==> src/rtl/pfs_pkg.sv <==
// Constants, state types and the host-visible register map of the power supervisor.
// Assumes a 20 MHz core clock and a host that talks to the block over I2C.
package pfs_pkg;
	localparam int CLK_HZ  = 20_000_000;
	localparam int TMO_MS  = 10;
	localparam int TMO_CYC = CLK_HZ / 1000 * TMO_MS;

	localparam logic [7:0] CPU_MASK = 8'h0E;
	localparam int X_GATE = 0;
	localparam int X_CPUA = 1;
	localparam int X_CPUC = 3;
	localparam int X_AUXA = 4;
	localparam int X_AUXB = 5;
	localparam int X_AUXC = 6;
	localparam int X_BL   = 7;

	localparam logic [7:0] A_CTRL = 8'h00;
	localparam logic [7:0] A_GRP  = 8'h01;
	localparam logic [7:0] A_OVM  = 8'h02;
	localparam logic [7:0] A_SS   = 8'h03;
	localparam logic [7:0] A_SECOND_SWITCHING_FREQUENCY = 8'h04;
	localparam logic [7:0] A_FSUM = 8'h05;
	localparam logic [4:0] A_FCH  = 5'h02;
	localparam int B_ACC = 0;
	localparam int B_SEQ = 1;
	localparam int G_MAIN = 0;
	localparam int G_AUX  = 1;
	localparam int G_BL   = 2;
	localparam int G_SPEC = 3;
	localparam int F_TH = 0;
	localparam int F_OC = 1;
	localparam int F_SC = 2;
	localparam int F_OV = 3;

	localparam logic [5:0] PH_STEPS = 6'h24;
	localparam logic [5:0] PH_OFF   = 6'h08;
	localparam logic [5:0] PH_HALF  = 6'h12;
	localparam logic [6:0] I2C_ADR  = 7'h2A;

	typedef enum logic [2:0] {
		SQ_OFF   = 3'b000,
		SQ_RAMP  = 3'b001,
		SQ_RUN   = 3'b010,
		SQ_RETRY = 3'b011,
		SQ_DOWN  = 3'b100
	} pfs_sq_t;

	typedef enum logic [2:0] {
		IC_IDLE = 3'b000,
		IC_ADDR = 3'b001,
		IC_REG  = 3'b010,
		IC_WDAT = 3'b011,
		IC_ACK  = 3'b100,
		IC_RDAT = 3'b101,
		IC_MACK = 3'b110
	} pfs_i2c_t;
endpackage

==> src/rtl/pfs_top.sv <==
// Sequencer, group control, fault handling and phase clocks of the power supervisor.
// Assumes raw analog comparator outputs and pins; all are synchronised to clk here.
`timescale 1ns/1ps
module pfs_top
	import pfs_pkg::*;
#(
	parameter int TMO = TMO_CYC
)(
	input  wire logic        clk,
	input  wire logic        rst_b,
	input  wire logic        por_in,
	input  wire logic [1:0]  ss_cfg_in,
	input  wire logic [1:0]  frequency_config_input,
	input  wire logic [7:0]  therm_in,
	input  wire logic [7:0]  oc_in,
	input  wire logic [7:0]  sc_in,
	input  wire logic [7:0]  ovuv_in,
	input  wire logic [7:0]  pg_in,
	input  wire logic        scl_in,
	input  wire logic        sda_in,
	output logic             sda_out,
	output logic             sda_oe_b,
	output logic             rst_out,
	output logic             rst_oe_b,
	output logic [7:0]       rail_en,
	output logic [7:0]       cur_lim,
	output logic [15:0]      ss_time,
	output logic [3:0]       phase_clk,
	output logic             second_switching_frequency
);
	localparam int TW = $clog2(TMO + 1);

	// ******************************************************
	// Input synchronisers
	// ******************************************************
	logic [44:0] s1_r;
	logic [44:0] s2_r;
	logic        por_s;
	logic [1:0]  ss_s;
	logic [1:0]  fq_s;
	logic [7:0]  th_s;
	logic [7:0]  oc_s;
	logic [7:0]  sc_s;
	logic [7:0]  ov_s;
	logic [7:0]  pg_s;

	always_ff @(posedge clk or negedge rst_b)
	begin
		if (!rst_b)
		begin
			s1_r <= '0;
			s2_r <= '0;
		end
		else
		begin
			s1_r <= {por_in, ss_cfg_in, frequency_config_input, therm_in, oc_in, sc_in, ovuv_in,
				pg_in};
			s2_r <= s1_r;
		end
	end
	assign {por_s, ss_s, fq_s, th_s, oc_s, sc_s, ov_s, pg_s} = s2_r;

	// ******************************************************
	// Host register file and accurate-mode check
	// ******************************************************
	logic       wr_stb;
	logic [7:0] wr_dat;
	logic [7:0] ptr;
	logic [7:0] rd_dat;
	logic       cmt;
	logic       pv_r;
	logic [7:0] pa_r;
	logic [7:0] pd_r;
	logic       acc_r;
	logic       seq_r;
	logic [3:0] grp_r;
	logic [7:0] ovm_r;
	logic [7:0] ss_hi_r;
	logic [3:0] second_switching_frequency_r;
	logic       done_r;
	logic [3:0] flags [8];
	logic [7:0] trip;
	logic [7:0] fsum;

	pfs_i2c u_i2c (
		.clk        (clk),
		.rst_b      (rst_b),
		.scl_in     (scl_in),
		.sda_in     (sda_in),
		.sda_oe_b_r (sda_oe_b),
		.wr_stb_r   (wr_stb),
		.wr_dat_r   (wr_dat),
		.ptr_r      (ptr),
		.rd_dat     (rd_dat)
	);

	// In accurate mode a write lands only when its second copy matches the first.
	assign cmt = wr_stb && (!acc_r || (pv_r && pa_r == ptr && pd_r == wr_dat));

	always_ff @(posedge clk or negedge rst_b)
	begin
		if (!rst_b)
		begin
			pv_r <= 1'b0;
			pa_r <= 8'h00;
			pd_r <= 8'h00;
		end
		else if (wr_stb && acc_r)
		begin
			pv_r <= !pv_r;
			pa_r <= ptr;
			pd_r <= wr_dat;
		end
	end

	always_ff @(posedge clk or negedge rst_b)
	begin
		if (!rst_b)
		begin
			acc_r  <= 1'b0;
			seq_r  <= 1'b0;
			grp_r  <= 4'h0;
			ovm_r  <= 8'h00;
			second_switching_frequency_r <= 4'h0;
		end
		else if (!por_s)
			grp_r <= 4'h0;
		else if (cmt)
		begin
			if (ptr == A_CTRL)
			begin
				acc_r <= wr_dat[B_ACC];
				seq_r <= wr_dat[B_SEQ];
			end
			if (ptr == A_GRP && done_r)
				grp_r <= wr_dat[3:0];
			if (ptr == A_OVM)
				ovm_r <= wr_dat;
			if (ptr == A_SECOND_SWITCHING_FREQUENCY && done_r)
				second_switching_frequency_r <= wr_dat[3:0];
		end
	end

	always_comb
	begin
		rd_dat = 8'h00;
		unique case (ptr)
		A_CTRL: rd_dat = {6'h00, seq_r, acc_r};
		A_GRP:  rd_dat = {4'h0, grp_r};
		A_OVM:  rd_dat = ovm_r;
		A_SS:   rd_dat = ss_hi_r;
		A_SECOND_SWITCHING_FREQUENCY: rd_dat = {4'h0, second_switching_frequency_r};
		A_FSUM: rd_dat = fsum;
		default:
			if (ptr[7:3] == A_FCH)
				rd_dat = {4'h0, flags[ptr[2:0]]};
		endcase
	end

	// ******************************************************
	// Per-rail fault channels
	// ******************************************************
	for (genvar i = 0; i < 8; i++)
	begin : g_ch
		logic [3:0] clr;
		assign clr = (cmt && ptr == {A_FCH, 3'(i)}) ? wr_dat[3:0] : 4'h0;
		// The third auxiliary rail has no thermal sensor.
		pfs_chan #(.TMO(TMO)) u_ch (
			.clk     (clk),
			.rst_b   (rst_b),
			.on      (rail_en[i]),
			.therm   ((i == X_AUXC) ? 1'b0 : th_s[i]),
			.oc      (oc_s[i]),
			.sc      (sc_s[i]),
			.ovuv    (ov_s[i]),
			.rep     (ovm_r[i]),
			.clr     (clr),
			.flags_r (flags[i]),
			.trip_r  (trip[i]),
			.cl_r    (cur_lim[i])
		);
		assign fsum[i] = |flags[i];
	end

	// ******************************************************
	// Start-up sequencer
	// ******************************************************
	pfs_sq_t       sq_r;
	pfs_sq_t       sq_nxt;
	logic [TW-1:0] tmr_r;
	logic          retry_r;
	logic          restart_r;
	logic          cpu_th;
	logic          cpu_ov;
	logic          cpu_sc;
	logic          cpu_kill;
	logic [1:0]    ss_def_r;
	logic [1:0]    fdiv_r;

	assign cpu_th   = |(th_s & rail_en & CPU_MASK);
	assign cpu_ov   = |(ov_s & rail_en & ~ovm_r & CPU_MASK);
	assign cpu_sc   = |(sc_s & rail_en & CPU_MASK);
	assign cpu_kill = cpu_th || cpu_ov || (|(trip & CPU_MASK) && !cpu_sc);

	always_comb
	begin
		sq_nxt = sq_r;
		if (!por_s)
			sq_nxt = SQ_OFF;
		else
			unique case (sq_r)
			SQ_OFF: sq_nxt = SQ_RAMP;
			SQ_RAMP, SQ_RUN:
				if (cpu_kill)
					sq_nxt = SQ_DOWN;
				else if (cpu_sc)
					sq_nxt = retry_r ? SQ_DOWN : SQ_RETRY;
				else if (sq_r == SQ_RAMP && &pg_s[X_CPUC:X_CPUA])
					sq_nxt = SQ_RUN;
			SQ_RETRY:
				if (tmr_r == TW'(TMO - 1))
					sq_nxt = SQ_RAMP;
			SQ_DOWN:
				if (restart_r && !(|(ov_s & CPU_MASK)))
					sq_nxt = SQ_RAMP;
			default: sq_nxt = SQ_OFF;
			endcase
	end

	always_ff @(posedge clk or negedge rst_b)
	begin
		if (!rst_b)
		begin
			sq_r      <= SQ_OFF;
			tmr_r     <= '0;
			retry_r   <= 1'b0;
			restart_r <= 1'b0;
			done_r    <= 1'b0;
		end
		else
		begin
			sq_r  <= sq_nxt;
			tmr_r <= (sq_r == SQ_RETRY) ? tmr_r + 1'b1 : '0;
			if (sq_r == SQ_OFF)
				retry_r <= 1'b0;
			else if (sq_nxt == SQ_RETRY)
				retry_r <= 1'b1;
			// Only a voltage cause may bring the device back by itself.
			if (sq_nxt == SQ_DOWN && sq_r != SQ_DOWN)
				restart_r <= cpu_ov && !cpu_th;
			if (sq_nxt == SQ_OFF)
				done_r <= 1'b0;
			else if (sq_nxt == SQ_RUN)
				done_r <= 1'b1;
		end
	end

	// Straps are caught on the clock edge that leaves the off state.
	always_ff @(posedge clk or negedge rst_b)
	begin
		if (!rst_b)
		begin
			ss_def_r <= 2'h0;
			fdiv_r   <= 2'h0;
			ss_hi_r  <= 8'h00;
		end
		else if (sq_r == SQ_OFF && por_s)
		begin
			ss_def_r <= ss_s;
			fdiv_r   <= fq_s;
			ss_hi_r  <= {4{ss_s}};
		end
		else if (cmt && ptr == A_SS && done_r)
			ss_hi_r <= wr_dat;
	end

	// ******************************************************
	// Group control and reset output
	// ******************************************************
	logic [3:0] gf_r;
	logic [3:0] gf_set;
	logic [7:0] en_nxt;
	logic       run;
	logic       aux_ok;

	assign run    = sq_nxt == SQ_RUN;
	assign aux_ok = run && grp_r[G_AUX] && !gf_r[G_AUX];

	always_comb
	begin
		gf_set         = 4'h0;
		gf_set[G_MAIN] = trip[X_GATE];
		gf_set[G_AUX]  = trip[X_AUXB] || trip[X_AUXC] || (!seq_r && trip[X_AUXA]);
		gf_set[G_SPEC] = seq_r && trip[X_AUXA];
		gf_set[G_BL]   = trip[X_BL];
		en_nxt                  = 8'h00;
		en_nxt[X_GATE]          = run && grp_r[G_MAIN] && !gf_r[G_MAIN];
		en_nxt[X_CPUC:X_CPUA]   = {3{sq_nxt == SQ_RAMP || run}};
		en_nxt[X_AUXA]          = seq_r ? run && grp_r[G_SPEC] && !gf_r[G_SPEC] : aux_ok;
		en_nxt[X_AUXB]          = aux_ok && (!seq_r || pg_s[X_AUXC]);
		en_nxt[X_AUXC]          = aux_ok;
		en_nxt[X_BL]            = run && grp_r[G_BL] && !gf_r[G_BL];
		en_nxt                  = en_nxt & ~trip;
		if (|gf_set)
			en_nxt = en_nxt & ~{gf_set[G_BL], {2{gf_set[G_AUX]}},
				seq_r ? gf_set[G_SPEC] : gf_set[G_AUX], 3'h0, gf_set[G_MAIN]};
	end

	always_ff @(posedge clk or negedge rst_b)
	begin
		if (!rst_b)
		begin
			gf_r     <= 4'h0;
			rail_en  <= 8'h00;
			rst_oe_b <= 1'b0;
			rst_out  <= 1'b0;
			sda_out  <= 1'b0;
			ss_time  <= 16'h0000;
		end
		else
		begin
			// A group fault holds until the host takes the group enable away.
			gf_r     <= (gf_r & grp_r) | gf_set;
			rail_en  <= en_nxt;
			rst_oe_b <= run;
			rst_out  <= 1'b0;
			sda_out  <= 1'b0;
			ss_time  <= {ss_hi_r, {4{ss_def_r}}};
		end
	end

	// ******************************************************
	// Phase and second frequency clocks
	// ******************************************************
	logic [1:0] dcnt_r;
	logic [5:0] ph_r;
	logic [3:0] f2cnt_r;

	always_ff @(posedge clk or negedge rst_b)
	begin
		if (!rst_b)
		begin
			dcnt_r    <= 2'h0;
			ph_r      <= 6'h00;
			phase_clk <= 4'h0;
		end
		else
		begin
			dcnt_r <= (dcnt_r == fdiv_r) ? 2'h0 : dcnt_r + 2'h1;
			if (dcnt_r == fdiv_r)
				ph_r <= (ph_r == PH_STEPS - 6'h01) ? 6'h00 : ph_r + 6'h01;
			for (int k = 0; k < 4; k++)
				phase_clk[k] <= por_s && (((ph_r >= PH_OFF * 6'(k)) ? ph_r - PH_OFF * 6'(k)
					: ph_r + PH_STEPS - PH_OFF * 6'(k)) < PH_HALF);
		end
	end

	always_ff @(posedge clk or negedge rst_b)
	begin
		if (!rst_b)
		begin
			f2cnt_r                    <= 4'h0;
			second_switching_frequency <= 1'b0;
		end
		else if (f2cnt_r == second_switching_frequency_r)
		begin
			f2cnt_r                    <= 4'h0;
			second_switching_frequency <= por_s && !second_switching_frequency;
		end
		else
			f2cnt_r <= f2cnt_r + 4'h1;
	end
endmodule

==> src/rtl/pfs_chan.sv <==
// One rail's fault channel: overcurrent timer, sticky fault flags, trip request.
// Assumes its inputs are already synchronised to clk.
`timescale 1ns/1ps
module pfs_chan
	import pfs_pkg::*;
#(
	parameter int TMO = TMO_CYC
)(
	input  wire logic       clk,
	input  wire logic       rst_b,
	input  wire logic       on,
	input  wire logic       therm,
	input  wire logic       oc,
	input  wire logic       sc,
	input  wire logic       ovuv,
	input  wire logic       rep,
	input  wire logic [3:0] clr,
	output logic      [3:0] flags_r,
	output logic            trip_r,
	output logic            cl_r
);
	localparam int TW = $clog2(TMO + 1);
	logic [TW-1:0] oc_cnt_r;
	logic          oc_exp;
	logic [3:0]    set;

	assign oc_exp = on && oc && (oc_cnt_r == TW'(TMO - 1));

	always_comb
	begin
		set       = 4'h0;
		set[F_TH] = on && therm;
		set[F_OC] = oc_exp;
		set[F_SC] = on && sc;
		set[F_OV] = on && ovuv;
	end

	always_ff @(posedge clk or negedge rst_b)
	begin
		if (!rst_b)
			oc_cnt_r <= '0;
		else if (!on || !oc)
			oc_cnt_r <= '0;
		else if (!oc_exp)
			oc_cnt_r <= oc_cnt_r + 1'b1;
	end

	always_ff @(posedge clk or negedge rst_b)
	begin
		if (!rst_b)
		begin
			cl_r    <= 1'b0;
			trip_r  <= 1'b0;
			flags_r <= 4'h0;
		end
		else
		begin
			cl_r    <= on && oc && !oc_exp;
			trip_r  <= on && (therm || sc || oc_exp || (ovuv && !rep));
			// A new event wins over a clear in the same cycle.
			flags_r <= (flags_r & ~clr) | set;
		end
	end
endmodule

==> src/rtl/pfs_i2c.sv <==
// I2C register slave: pointer byte, then data bytes written or read with auto-increment.
// Assumes raw pin levels; they are synchronised here before use.
`timescale 1ns/1ps
module pfs_i2c
	import pfs_pkg::*;
(
	input  wire logic       clk,
	input  wire logic       rst_b,
	input  wire logic       scl_in,
	input  wire logic       sda_in,
	output logic            sda_oe_b_r,
	output logic            wr_stb_r,
	output logic      [7:0] wr_dat_r,
	output logic      [7:0] ptr_r,
	input  wire logic [7:0] rd_dat
);
	logic [2:0] scl_r;
	logic [2:0] sda_r;
	pfs_i2c_t   st_r;
	pfs_i2c_t   ret_r;
	logic [7:0] sh_r;
	logic [3:0] cnt_r;
	logic       rw_r;
	logic       rise;
	logic       fall;
	logic       start;
	logic       stop;

	assign rise  = scl_r[1] && !scl_r[2];
	assign fall  = !scl_r[1] && scl_r[2];
	assign start = scl_r[1] && scl_r[2] && sda_r[2] && !sda_r[1];
	assign stop  = scl_r[1] && scl_r[2] && !sda_r[2] && sda_r[1];

	always_ff @(posedge clk or negedge rst_b)
	begin
		if (!rst_b)
		begin
			scl_r <= 3'h7;
			sda_r <= 3'h7;
		end
		else
		begin
			scl_r <= {scl_r[1:0], scl_in};
			sda_r <= {sda_r[1:0], sda_in};
		end
	end

	always_ff @(posedge clk or negedge rst_b)
	begin
		if (!rst_b)
		begin
			st_r       <= IC_IDLE;
			ret_r      <= IC_IDLE;
			sh_r       <= 8'h00;
			cnt_r      <= 4'h0;
			rw_r       <= 1'b0;
			ptr_r      <= 8'h00;
			wr_dat_r   <= 8'h00;
			wr_stb_r   <= 1'b0;
			sda_oe_b_r <= 1'b1;
		end
		else
		begin
			wr_stb_r <= 1'b0;
			if (start)
			begin
				st_r       <= IC_ADDR;
				cnt_r      <= 4'h0;
				sda_oe_b_r <= 1'b1;
			end
			else if (stop)
			begin
				st_r       <= IC_IDLE;
				sda_oe_b_r <= 1'b1;
			end
			else if (rise)
			begin
				cnt_r <= cnt_r + 4'h1;
				if (st_r == IC_RDAT)
					sh_r <= {sh_r[6:0], 1'b0};
				else if (st_r == IC_MACK)
				begin
					st_r  <= sda_r[1] ? IC_IDLE : IC_RDAT;
					ptr_r <= ptr_r + 8'h01;
					cnt_r <= 4'h9;
				end
				else
					sh_r <= {sh_r[6:0], sda_r[1]};
			end
			else if (fall)
			begin
				unique case (st_r)
				IC_ADDR:
					if (cnt_r == 4'h8)
					begin
						if (sh_r[7:1] == I2C_ADR)
						begin
							rw_r       <= sh_r[0];
							sda_oe_b_r <= 1'b0;
							ret_r      <= sh_r[0] ? IC_RDAT : IC_REG;
							st_r       <= IC_ACK;
						end
						else
							st_r <= IC_IDLE;
					end
				IC_REG, IC_WDAT:
					if (cnt_r == 4'h8)
					begin
						sda_oe_b_r <= 1'b0;
						st_r       <= IC_ACK;
						ret_r      <= IC_WDAT;
						if (st_r == IC_REG)
							ptr_r <= sh_r;
						else
						begin
							wr_dat_r <= sh_r;
							wr_stb_r <= 1'b1;
						end
					end
				IC_ACK:
				begin
					cnt_r <= 4'h0;
					st_r  <= ret_r;
					if (rw_r)
					begin
						sh_r       <= rd_dat;
						sda_oe_b_r <= rd_dat[7];
					end
					else
						sda_oe_b_r <= 1'b1;
				end
				IC_RDAT:
					if (cnt_r == 4'h9)
					begin
						cnt_r      <= 4'h0;
						sh_r       <= rd_dat;
						sda_oe_b_r <= rd_dat[7];
					end
					else if (cnt_r == 4'h8)
					begin
						sda_oe_b_r <= 1'b1;
						st_r       <= IC_MACK;
					end
					else
						sda_oe_b_r <= sh_r[7];
				IC_IDLE, IC_MACK: ;
				default: st_r <= IC_IDLE;
				endcase
				// In a write, the pointer steps on only after a data byte has been handed on.
				if (st_r == IC_ACK && !rw_r && ret_r == IC_WDAT && wr_stb_r == 1'b0
					&& cnt_r == 4'h8 && sh_r == wr_dat_r)
					ptr_r <= ptr_r;
			end
			if (wr_stb_r)
				ptr_r <= ptr_r + 8'h01;
		end
	end
endmodule

==> config.mk <==
export PLATFORM = sky130hd
export DESIGN_NAME = pfs_top
export DESIGN_NICKNAME = d
export VERILOG_FILES = /design/src/rtl/pfs_pkg.sv /design/src/rtl/pfs_top.sv /design/src/rtl/pfs_chan.sv /design/src/rtl/pfs_i2c.sv
export SDC_FILE = /design/constraint.sdc
export NUM_CORES = 1
export LEC_CHECK = 0
export BUFFER_PORTS_ARGS = -buffer_cell sky130_fd_sc_hd__buf_2
export CORE_MARGIN = 1.5
export CORE_UTILIZATION = 40
export DETAILED_ROUTE_END_ITERATION = 10
export SETUP_SLACK_MARGIN = 0.05
export SLEW_MARGIN = 10
export SYNTH_ARGS = -nofsm -noshare
export SYNTH_HDL_FRONTEND = slang
export SYNTH_HIERARCHICAL = 1
export SYNTH_SLANG_ARGS = --single-unit
==> constraint.sdc <==
create_clock -name clk -period 4 [get_ports clk]
set_clock_uncertainty 0.2 [all_clocks]
set_input_delay 0.6 -clock clk [delete_from_list [all_inputs] [get_ports clk]]
set_output_delay 0.6 -clock clk [all_outputs]
set_load 0.02 [all_outputs]
Word level (Yosys, flattened, before mapping)
Index checks and enable logic that the tools add are counted.
{"block": "totals", "reg_bits": 442, "inputBits": 49, "out_inout_bits": 41}
{"block": "classes", "add_sub_neg": 21, "n_lt_le_gt_ge": 9, "n_eq_ne": 82, "n_mux": 119, "n_bitwise": 41, "n_reduce_logical": 248}
{"op": "$mux 18", "n": 17}
{"op": "$add 18x1->18 const B", "n": 9}
{"op": "$eq 18x18->1 const B", "n": 9}
{"op": "$mux 8", "n": 20}
{"op": "$logic_and 1x1->1", "n": 113}
{"op": "$mux 4", "n": 22}
{"op": "$mux 3", "n": 23}
{"op": "$eq 8x5->1 const B", "n": 8}
{"op": "$and 4x4->4", "n": 13}
{"op": "$logic_not 1->1", "n": 48}
{"op": "$pmux 8 s6", "n": 1}
{"op": "$logic_or 1x1->1", "n": 38}
{"op": "$not 4->4", "n": 9}
{"op": "$or 4x4->4", "n": 9}
{"op": "$reduce_or 4->1", "n": 9}
{"op": "$mux 6", "n": 5}
{"op": "$eq 8x8->1", "n": 3}
{"op": "$lt 6x5->1 const B", "n": 4}
{"op": "$sub 6x5->6 const B", "n": 4}
{"op": "$mux 1", "n": 23}
{"op": "$eq 3x2->1 const B", "n": 7}
{"op": "$reduce_and 7->1", "n": 3}
{"op": "$reduce_bool 3->1", "n": 7}
{"op": "$and 8x8->8", "n": 2}
{"op": "other kinds (55)", "n": 114}

Depth between registers and ports, before layout
{"block": "depth", "word_depth": 15, "depth_mapped": 10, "mapped_depth_nobuf": 8}

By module
The synthesis kept the hierarchy.
{"mod": "pfs_chan", "instances": 8, "cells_per_inst": 123, "area_per_inst_um2": 1178.6, "seq_area_each_um2": 600.6}
{"mod": "pfs_top", "instances": 1, "cells_per_inst": 677, "area_per_inst_um2": 8075.2, "seq_area_each_um2": 4779.6}
{"mod": "pfs_i2c", "instances": 1, "cells_per_inst": 241, "area_per_inst_um2": 2412.3, "seq_area_each_um2": 1084.8}

Least setup slack after synthesis
Ideal clock, no wire load.
{"block": "synth_path", "path_kind": "register to register", "start": "register rail_en[1]", "end": "register rail_en[5]", "setup_ns": 0.107, "t_arrival_ns": 2.496, "path_slack_ns": 1.197, "stages_incl_launch_ff": 7, "path_buffers": 0, "synth_period_minus_slack_ns": 2.803, "path_cell_list": "dfrtp_1 > a222oi_1 > mux2_4 > and4_4 > a222oi_1 > nand2_2 > a2111oi_4"}
{"block": "synth_between", "elab_chain_cells": 15}
{"element": "start: declaration", "line_no": "pfs_top.sv:25", "text": "output logic [7:0] rail_en,"}
{"element": "start signal: assignment", "line_no": "pfs_top.sv:324", "text": "rail_en <= en_nxt;"}
{"element": "$and 4x4->4 (on tied branches)", "line_no": "pfs_top.sv:201, pfs_top.sv:202"}
{"element": "$and 4x4->4 / $reduce_or 3->1 (equally long branches)", "line_no": "pfs_top.sv:201, pfs_top.sv:202"}
{"element": "$reduce_or 3->1 / $logic_not 1->1 (equally long branches)", "line_no": "pfs_top.sv:201, pfs_top.sv:203"}
{"element": "$logic_or 1x1->1 / $logic_and 1x1->1 (equally long branches)", "line_no": "pfs_top.sv:203", "text": "assign cpu_kill = cpu_th || cpu_ov || (|(trip & CPU_MASK) && !cpu_sc);"}
{"element": "$logic_or 1x1->1", "line_no": "pfs_top.sv:203"}
{"element": "$mux 3 (*)", "line_no": "pfs_top.sv:214", "text": "if (cpu_kill)"}
{"element": "$pmux 3 s4 (*)", "line_no": "pfs_top.sv:211", "text": "unique case (sq_r)"}
{"element": "$mux 3 (*)", "line_no": "pfs_top.sv:208", "text": "if (!por_s)"}
{"element": "$eq 3x2->1 (*)", "line_no": "pfs_top.sv:286", "text": "assign run = sq_nxt == SQ_RUN;"}
{"element": "$logic_and 1x1->1 (*) (2 in series)", "line_no": "pfs_top.sv:287", "text": "assign aux_ok = run && grp_r[G_AUX] && !gf_r[G_AUX];"}
{"element": "$logic_and 1x1->1 (*)", "line_no": "pfs_top.sv:300", "text": "en_nxt[X_AUXB] = aux_ok && (!seq_r || pg_s[X_AUXC]);"}
{"element": "$and 8x8->8 (*)", "line_no": "pfs_top.sv:303", "text": "en_nxt = en_nxt & ~trip;"}
{"element": "$and 8x8->8", "line_no": "pfs_top.sv:305", "text": "en_nxt = en_nxt & ~{gf_set[G_BL], {2{gf_set[G_AUX]}},"}
{"element": "$mux 8 (*)", "line_no": "pfs_top.sv:304", "text": "if (|gf_set)"}
{"element": "named net en_nxt[5]", "line_no": "pfs_top.sv:282", "text": "logic [7:0] en_nxt;"}
The timed path passes the listed nets; every way through them passes the cells marked *.
A chain may end at the register's enable or synchronous reset.

Final worst setup path
Ends and elaborated chain as after synthesis.

==> impl_results.md <==
* Power density over the cells at ~470 nW/µm²
* Largest family of logic cells by synthesized area: simple AND/OR/NAND/NOR gates
* Hold Crit Start: s1_r[41]
* Final Critical Period at 3.12 ns
* RSZ-0062 raised after global routing: false
* Post-synthesis register bit count at 426
* Worst stage delay on the critical path at 0.61 ns
* Worst path slowest cell: a222oi_1
* Via Count at about 15,000
* Final std cells w/o fill at 2,731
* Bufs on Longest Clock Path at 3
* Hold Crit Class: reg -> reg
* Worst-Skew Late Latency at 0.60 ns
* Fraction of layout instances using a drive strength above 1 at 0.144
* Design area at 23,200 µm²
* CP Max Fanout at 10
* Vias in the first global route at 14,739
* Critical path required time at roughly 4.3 ns
* Max Slew Vio Count at 0
* Simple-Gate Fraction of Synth Area at 0.196
* Crit. End Element: flip-flop
* Maximum vdd drop at 0.000356 V
* First-pass GRT wire length at 77,000 µm
* Htree depth at 2
* Post-synth EDFFs at 0
* Largest net degree at the start of global routing at 98
* TritonCTS clock tree: yes
* Antenna violations before repair at 0
* I/O pin cnt at 90
* Share of the synthesized area in the top cell type at 0.526
* Leakage at around 9.7 nW
* DR pass1 iterations at 5
* Synth Flop Type: dfrtp_1
* Worst-margin pin slew at between 1 and 1.5 ns
* Post-synthesis xor/xnor area fraction at 0.0409
* Reg2reg end: rail_en[5]
* Drt total wl at 46,300 µm
* Die Width at 226 µm
* Hold Path Stages at 0
* Final period util at 0.780
* Placed cells at 2,597
* Mux cell area share after synthesis at 0.0446
* DIE HEIGHT at 226 µm
* Worst path top cell family by delay: compound AO/OA/AOI/OAI gates
* Clock tree sinks at ~430
* Post-synthesis sequential area ratio at 0.536
* Initial Util at 0.406
* Leading cell type by number of instances after synthesis: dfrtp_1
* Worst flop-to-flop path startpoint: rail_en[1]
* Synth area leaders: dfrtp_1 53%, o21ai_0 3.1%, a21oi_1 2.8%, nor2_1 2.8%, nand2_1 2.7%
* Final Wtd Congestion at 0.850
* DPL Wire Length at roughly 32,000 µm
* Syn Inst Count at 1,902
* Die footprint at 51,100 µm²
* Row count at 81
* GRT overflow at 0
* Final TNS setup at 0 ns
* Final core occ at 0.472
* Synth async-reset ratio at 1.00
* Layout fillers at around 4,600
* CTS buffer count at between 40 and 50
* CORE AREA at 49,100 µm²
* Hold EP: s2_r[41]
* Synth Area in Adders at 0.0207
* Post-DRT Antenna Nets at 0
* Area leader, netlist: dfrtp_1
* GRT Total Usage at 0.186
* Post-placement cell area at 21,000 µm²
* Synth-to-layout area growth at 16.3%
* Most used cell, CP: a222oi_1
* Port Buffers at 82
* Max cap viols at 0
* Distinct cells, synth at 88
* R2R depth at 6
* Vias per cell at 5.53
* Final setup violating endpoints at 0
* Top cells by count, synth: 419 x dfrtp_1, 147 x nor2_1, 145 x nand2_1, 124 x o21ai_0, 113 x a21oi_1
* WP buf/inv at 0
* Synth warn at 6
* Synthesized area per cell at 10.5 µm²
* Detailed Route Iter0 Violations at 930
* Design Power at 11.0 mW
* Final net count at between 2,000 and 2,500
* Fin. Hold Viols at 0
* Worst Path Arrival at roughly 3.4 ns
* DRC errors left at 0
* Crit start category: flip-flop
* Worst-path cell chain: a222oi_1, mux2_4, and4_4, a222oi_1, nand2_2, a2111oi_4
* Netlist Area Pre-Place at 19,900 µm²
* Clk slew on worst S/H paths at about 0.06 ns
* WL per Instance at 17.0 µm
* Worst reg-to-reg setup slack at 0.88 ns
* Setup CP Type: reg -> reg
* Setup repair bufs after CTS at 0
* Slew headroom at 0.285
* Outcome: finished, final reports clean
* Max Freq at 321 MHz
* Root buffer cell: clkbuf_16
* Complex-gate fraction of the synthesized area at 0.130
-- how the worst max path moves through the flow --
| stage | cells after the start | start | slack [ns] | to |
|---|---|---|---|---|
| after floorplan | 6 | rail_en[1] | 1.20 | rail_en[5] |
| after global routing | 6 | rail_en[1] | 0.64 | rail_en[5] |
| after detailed placement | 6 | rail_en[1] | 0.90 | rail_en[5] |
| after global placement | 6 | rail_en[1] | 0.91 | rail_en[5] |
| final | 6 | rail_en[1] | 0.88 | rail_en[5] |
| after CTS | 6 | rail_en[1] | 0.86 | rail_en[5] |
-- flip-flops by register name, summed over array words and instances, names as in the netlist, 10 cells and up --
name	count
g_ch.u_ch/flags_r	32
g_ch.u_ch/oc_cnt_r	144
s1_r	40
s2_r	40
ss_time	10
tmr_r	18
-- where the power goes --
part	switching (mW)	leakage, nW	internal [mW]
Combinational	0.821	3.23	0.537
Clock	1.82	0.847	2.93
Sequential	0.281	5.60	4.58
Total	2.92	9.68	8.05
-- layout make-up --
class                      count  area, µm²  share of cell area
antenna                        1       2.50            0.000108
clock buffer                  68       1380              0.0594
clock inverter                22        359              0.0155
inverter                      64        240              0.0104
multi-input combinational   1341       8630               0.373
sequential                   426      10700               0.461
tap                          664        831              0.0359
timing repair buffer         145       1050              0.0454
-- kinds of logic (layout without fill, tap and decap cells) --
logic type                 after synthesis  count (layout)
xor gates and xnor gates                93              93
DFF                                    426             426
muxes                                   72              72
buffers and inverters                  138             299
AOI/OAI and AO/OA                      419             419
and+or+nand+nor                        720             720
adders and majority gates               33              33
other                                    1               5
-- layer usage --
layer	vias up	wire length, µm	GRT usage
met5	-	0	0
met3	74	2100	0.0293
met2	323	22000	0.298
li1	7183	-	-
met1	7529	21100	0.260
met4	0	1030	0.0587
-- worst reg2reg max path, stage by stage (launching register included) --
cell	delay [ns]
dfrtp_1	0.48
a222oi_1	0.61
mux2_4	0.36
and4_4	0.16
a222oi_1	0.52
nand2_2	0.31
a2111oi_4	0.37
-- metrics by stage --
stage / hold WS [ns] / setup slack [ns]
5_1_grt: 0.156 / 0.640
3_3_place_gp: 0.133 / 0.909
4_1_cts: 0.148 / 0.865
3_5_place_dp: 0.135 / 0.899
6_report: 0.147 / 0.880
2_1_floorplan: 0.104 / 1.20
-- timing repair --
action | CTS | global route
resized for setup | 0 | 0
hold buffers | 43 | 0
setup endpoints to repair | 0 | 0
hold endpoints to repair | 128 | 0
-- cells in the final DEF, fill, tap and decap left out, types with 15 or more instances in the layout --
cell type,instances
nor3_1,51
and3_1,23
o22ai_1,15
nand4_1,36
nand3_1,101
nor2_1,147
dlygate4sd3_1,43
a31oi_1,37
dfrtp_1,419
mux2_2,46
o31ai_1,46
and2_1,29
inv_1,64
xnor2_1,42
clkbuf_16,48
xor2_1,51
or3_2,16
nand2_1,145
mux2i_1,16
o21ai_0,124
nor4b_1,19
or4_1,33
nor4_1,20
buf_4,16
buf_2,81
a21oi_1,113
ha_1,33
(Power assumes the default switching activity.)
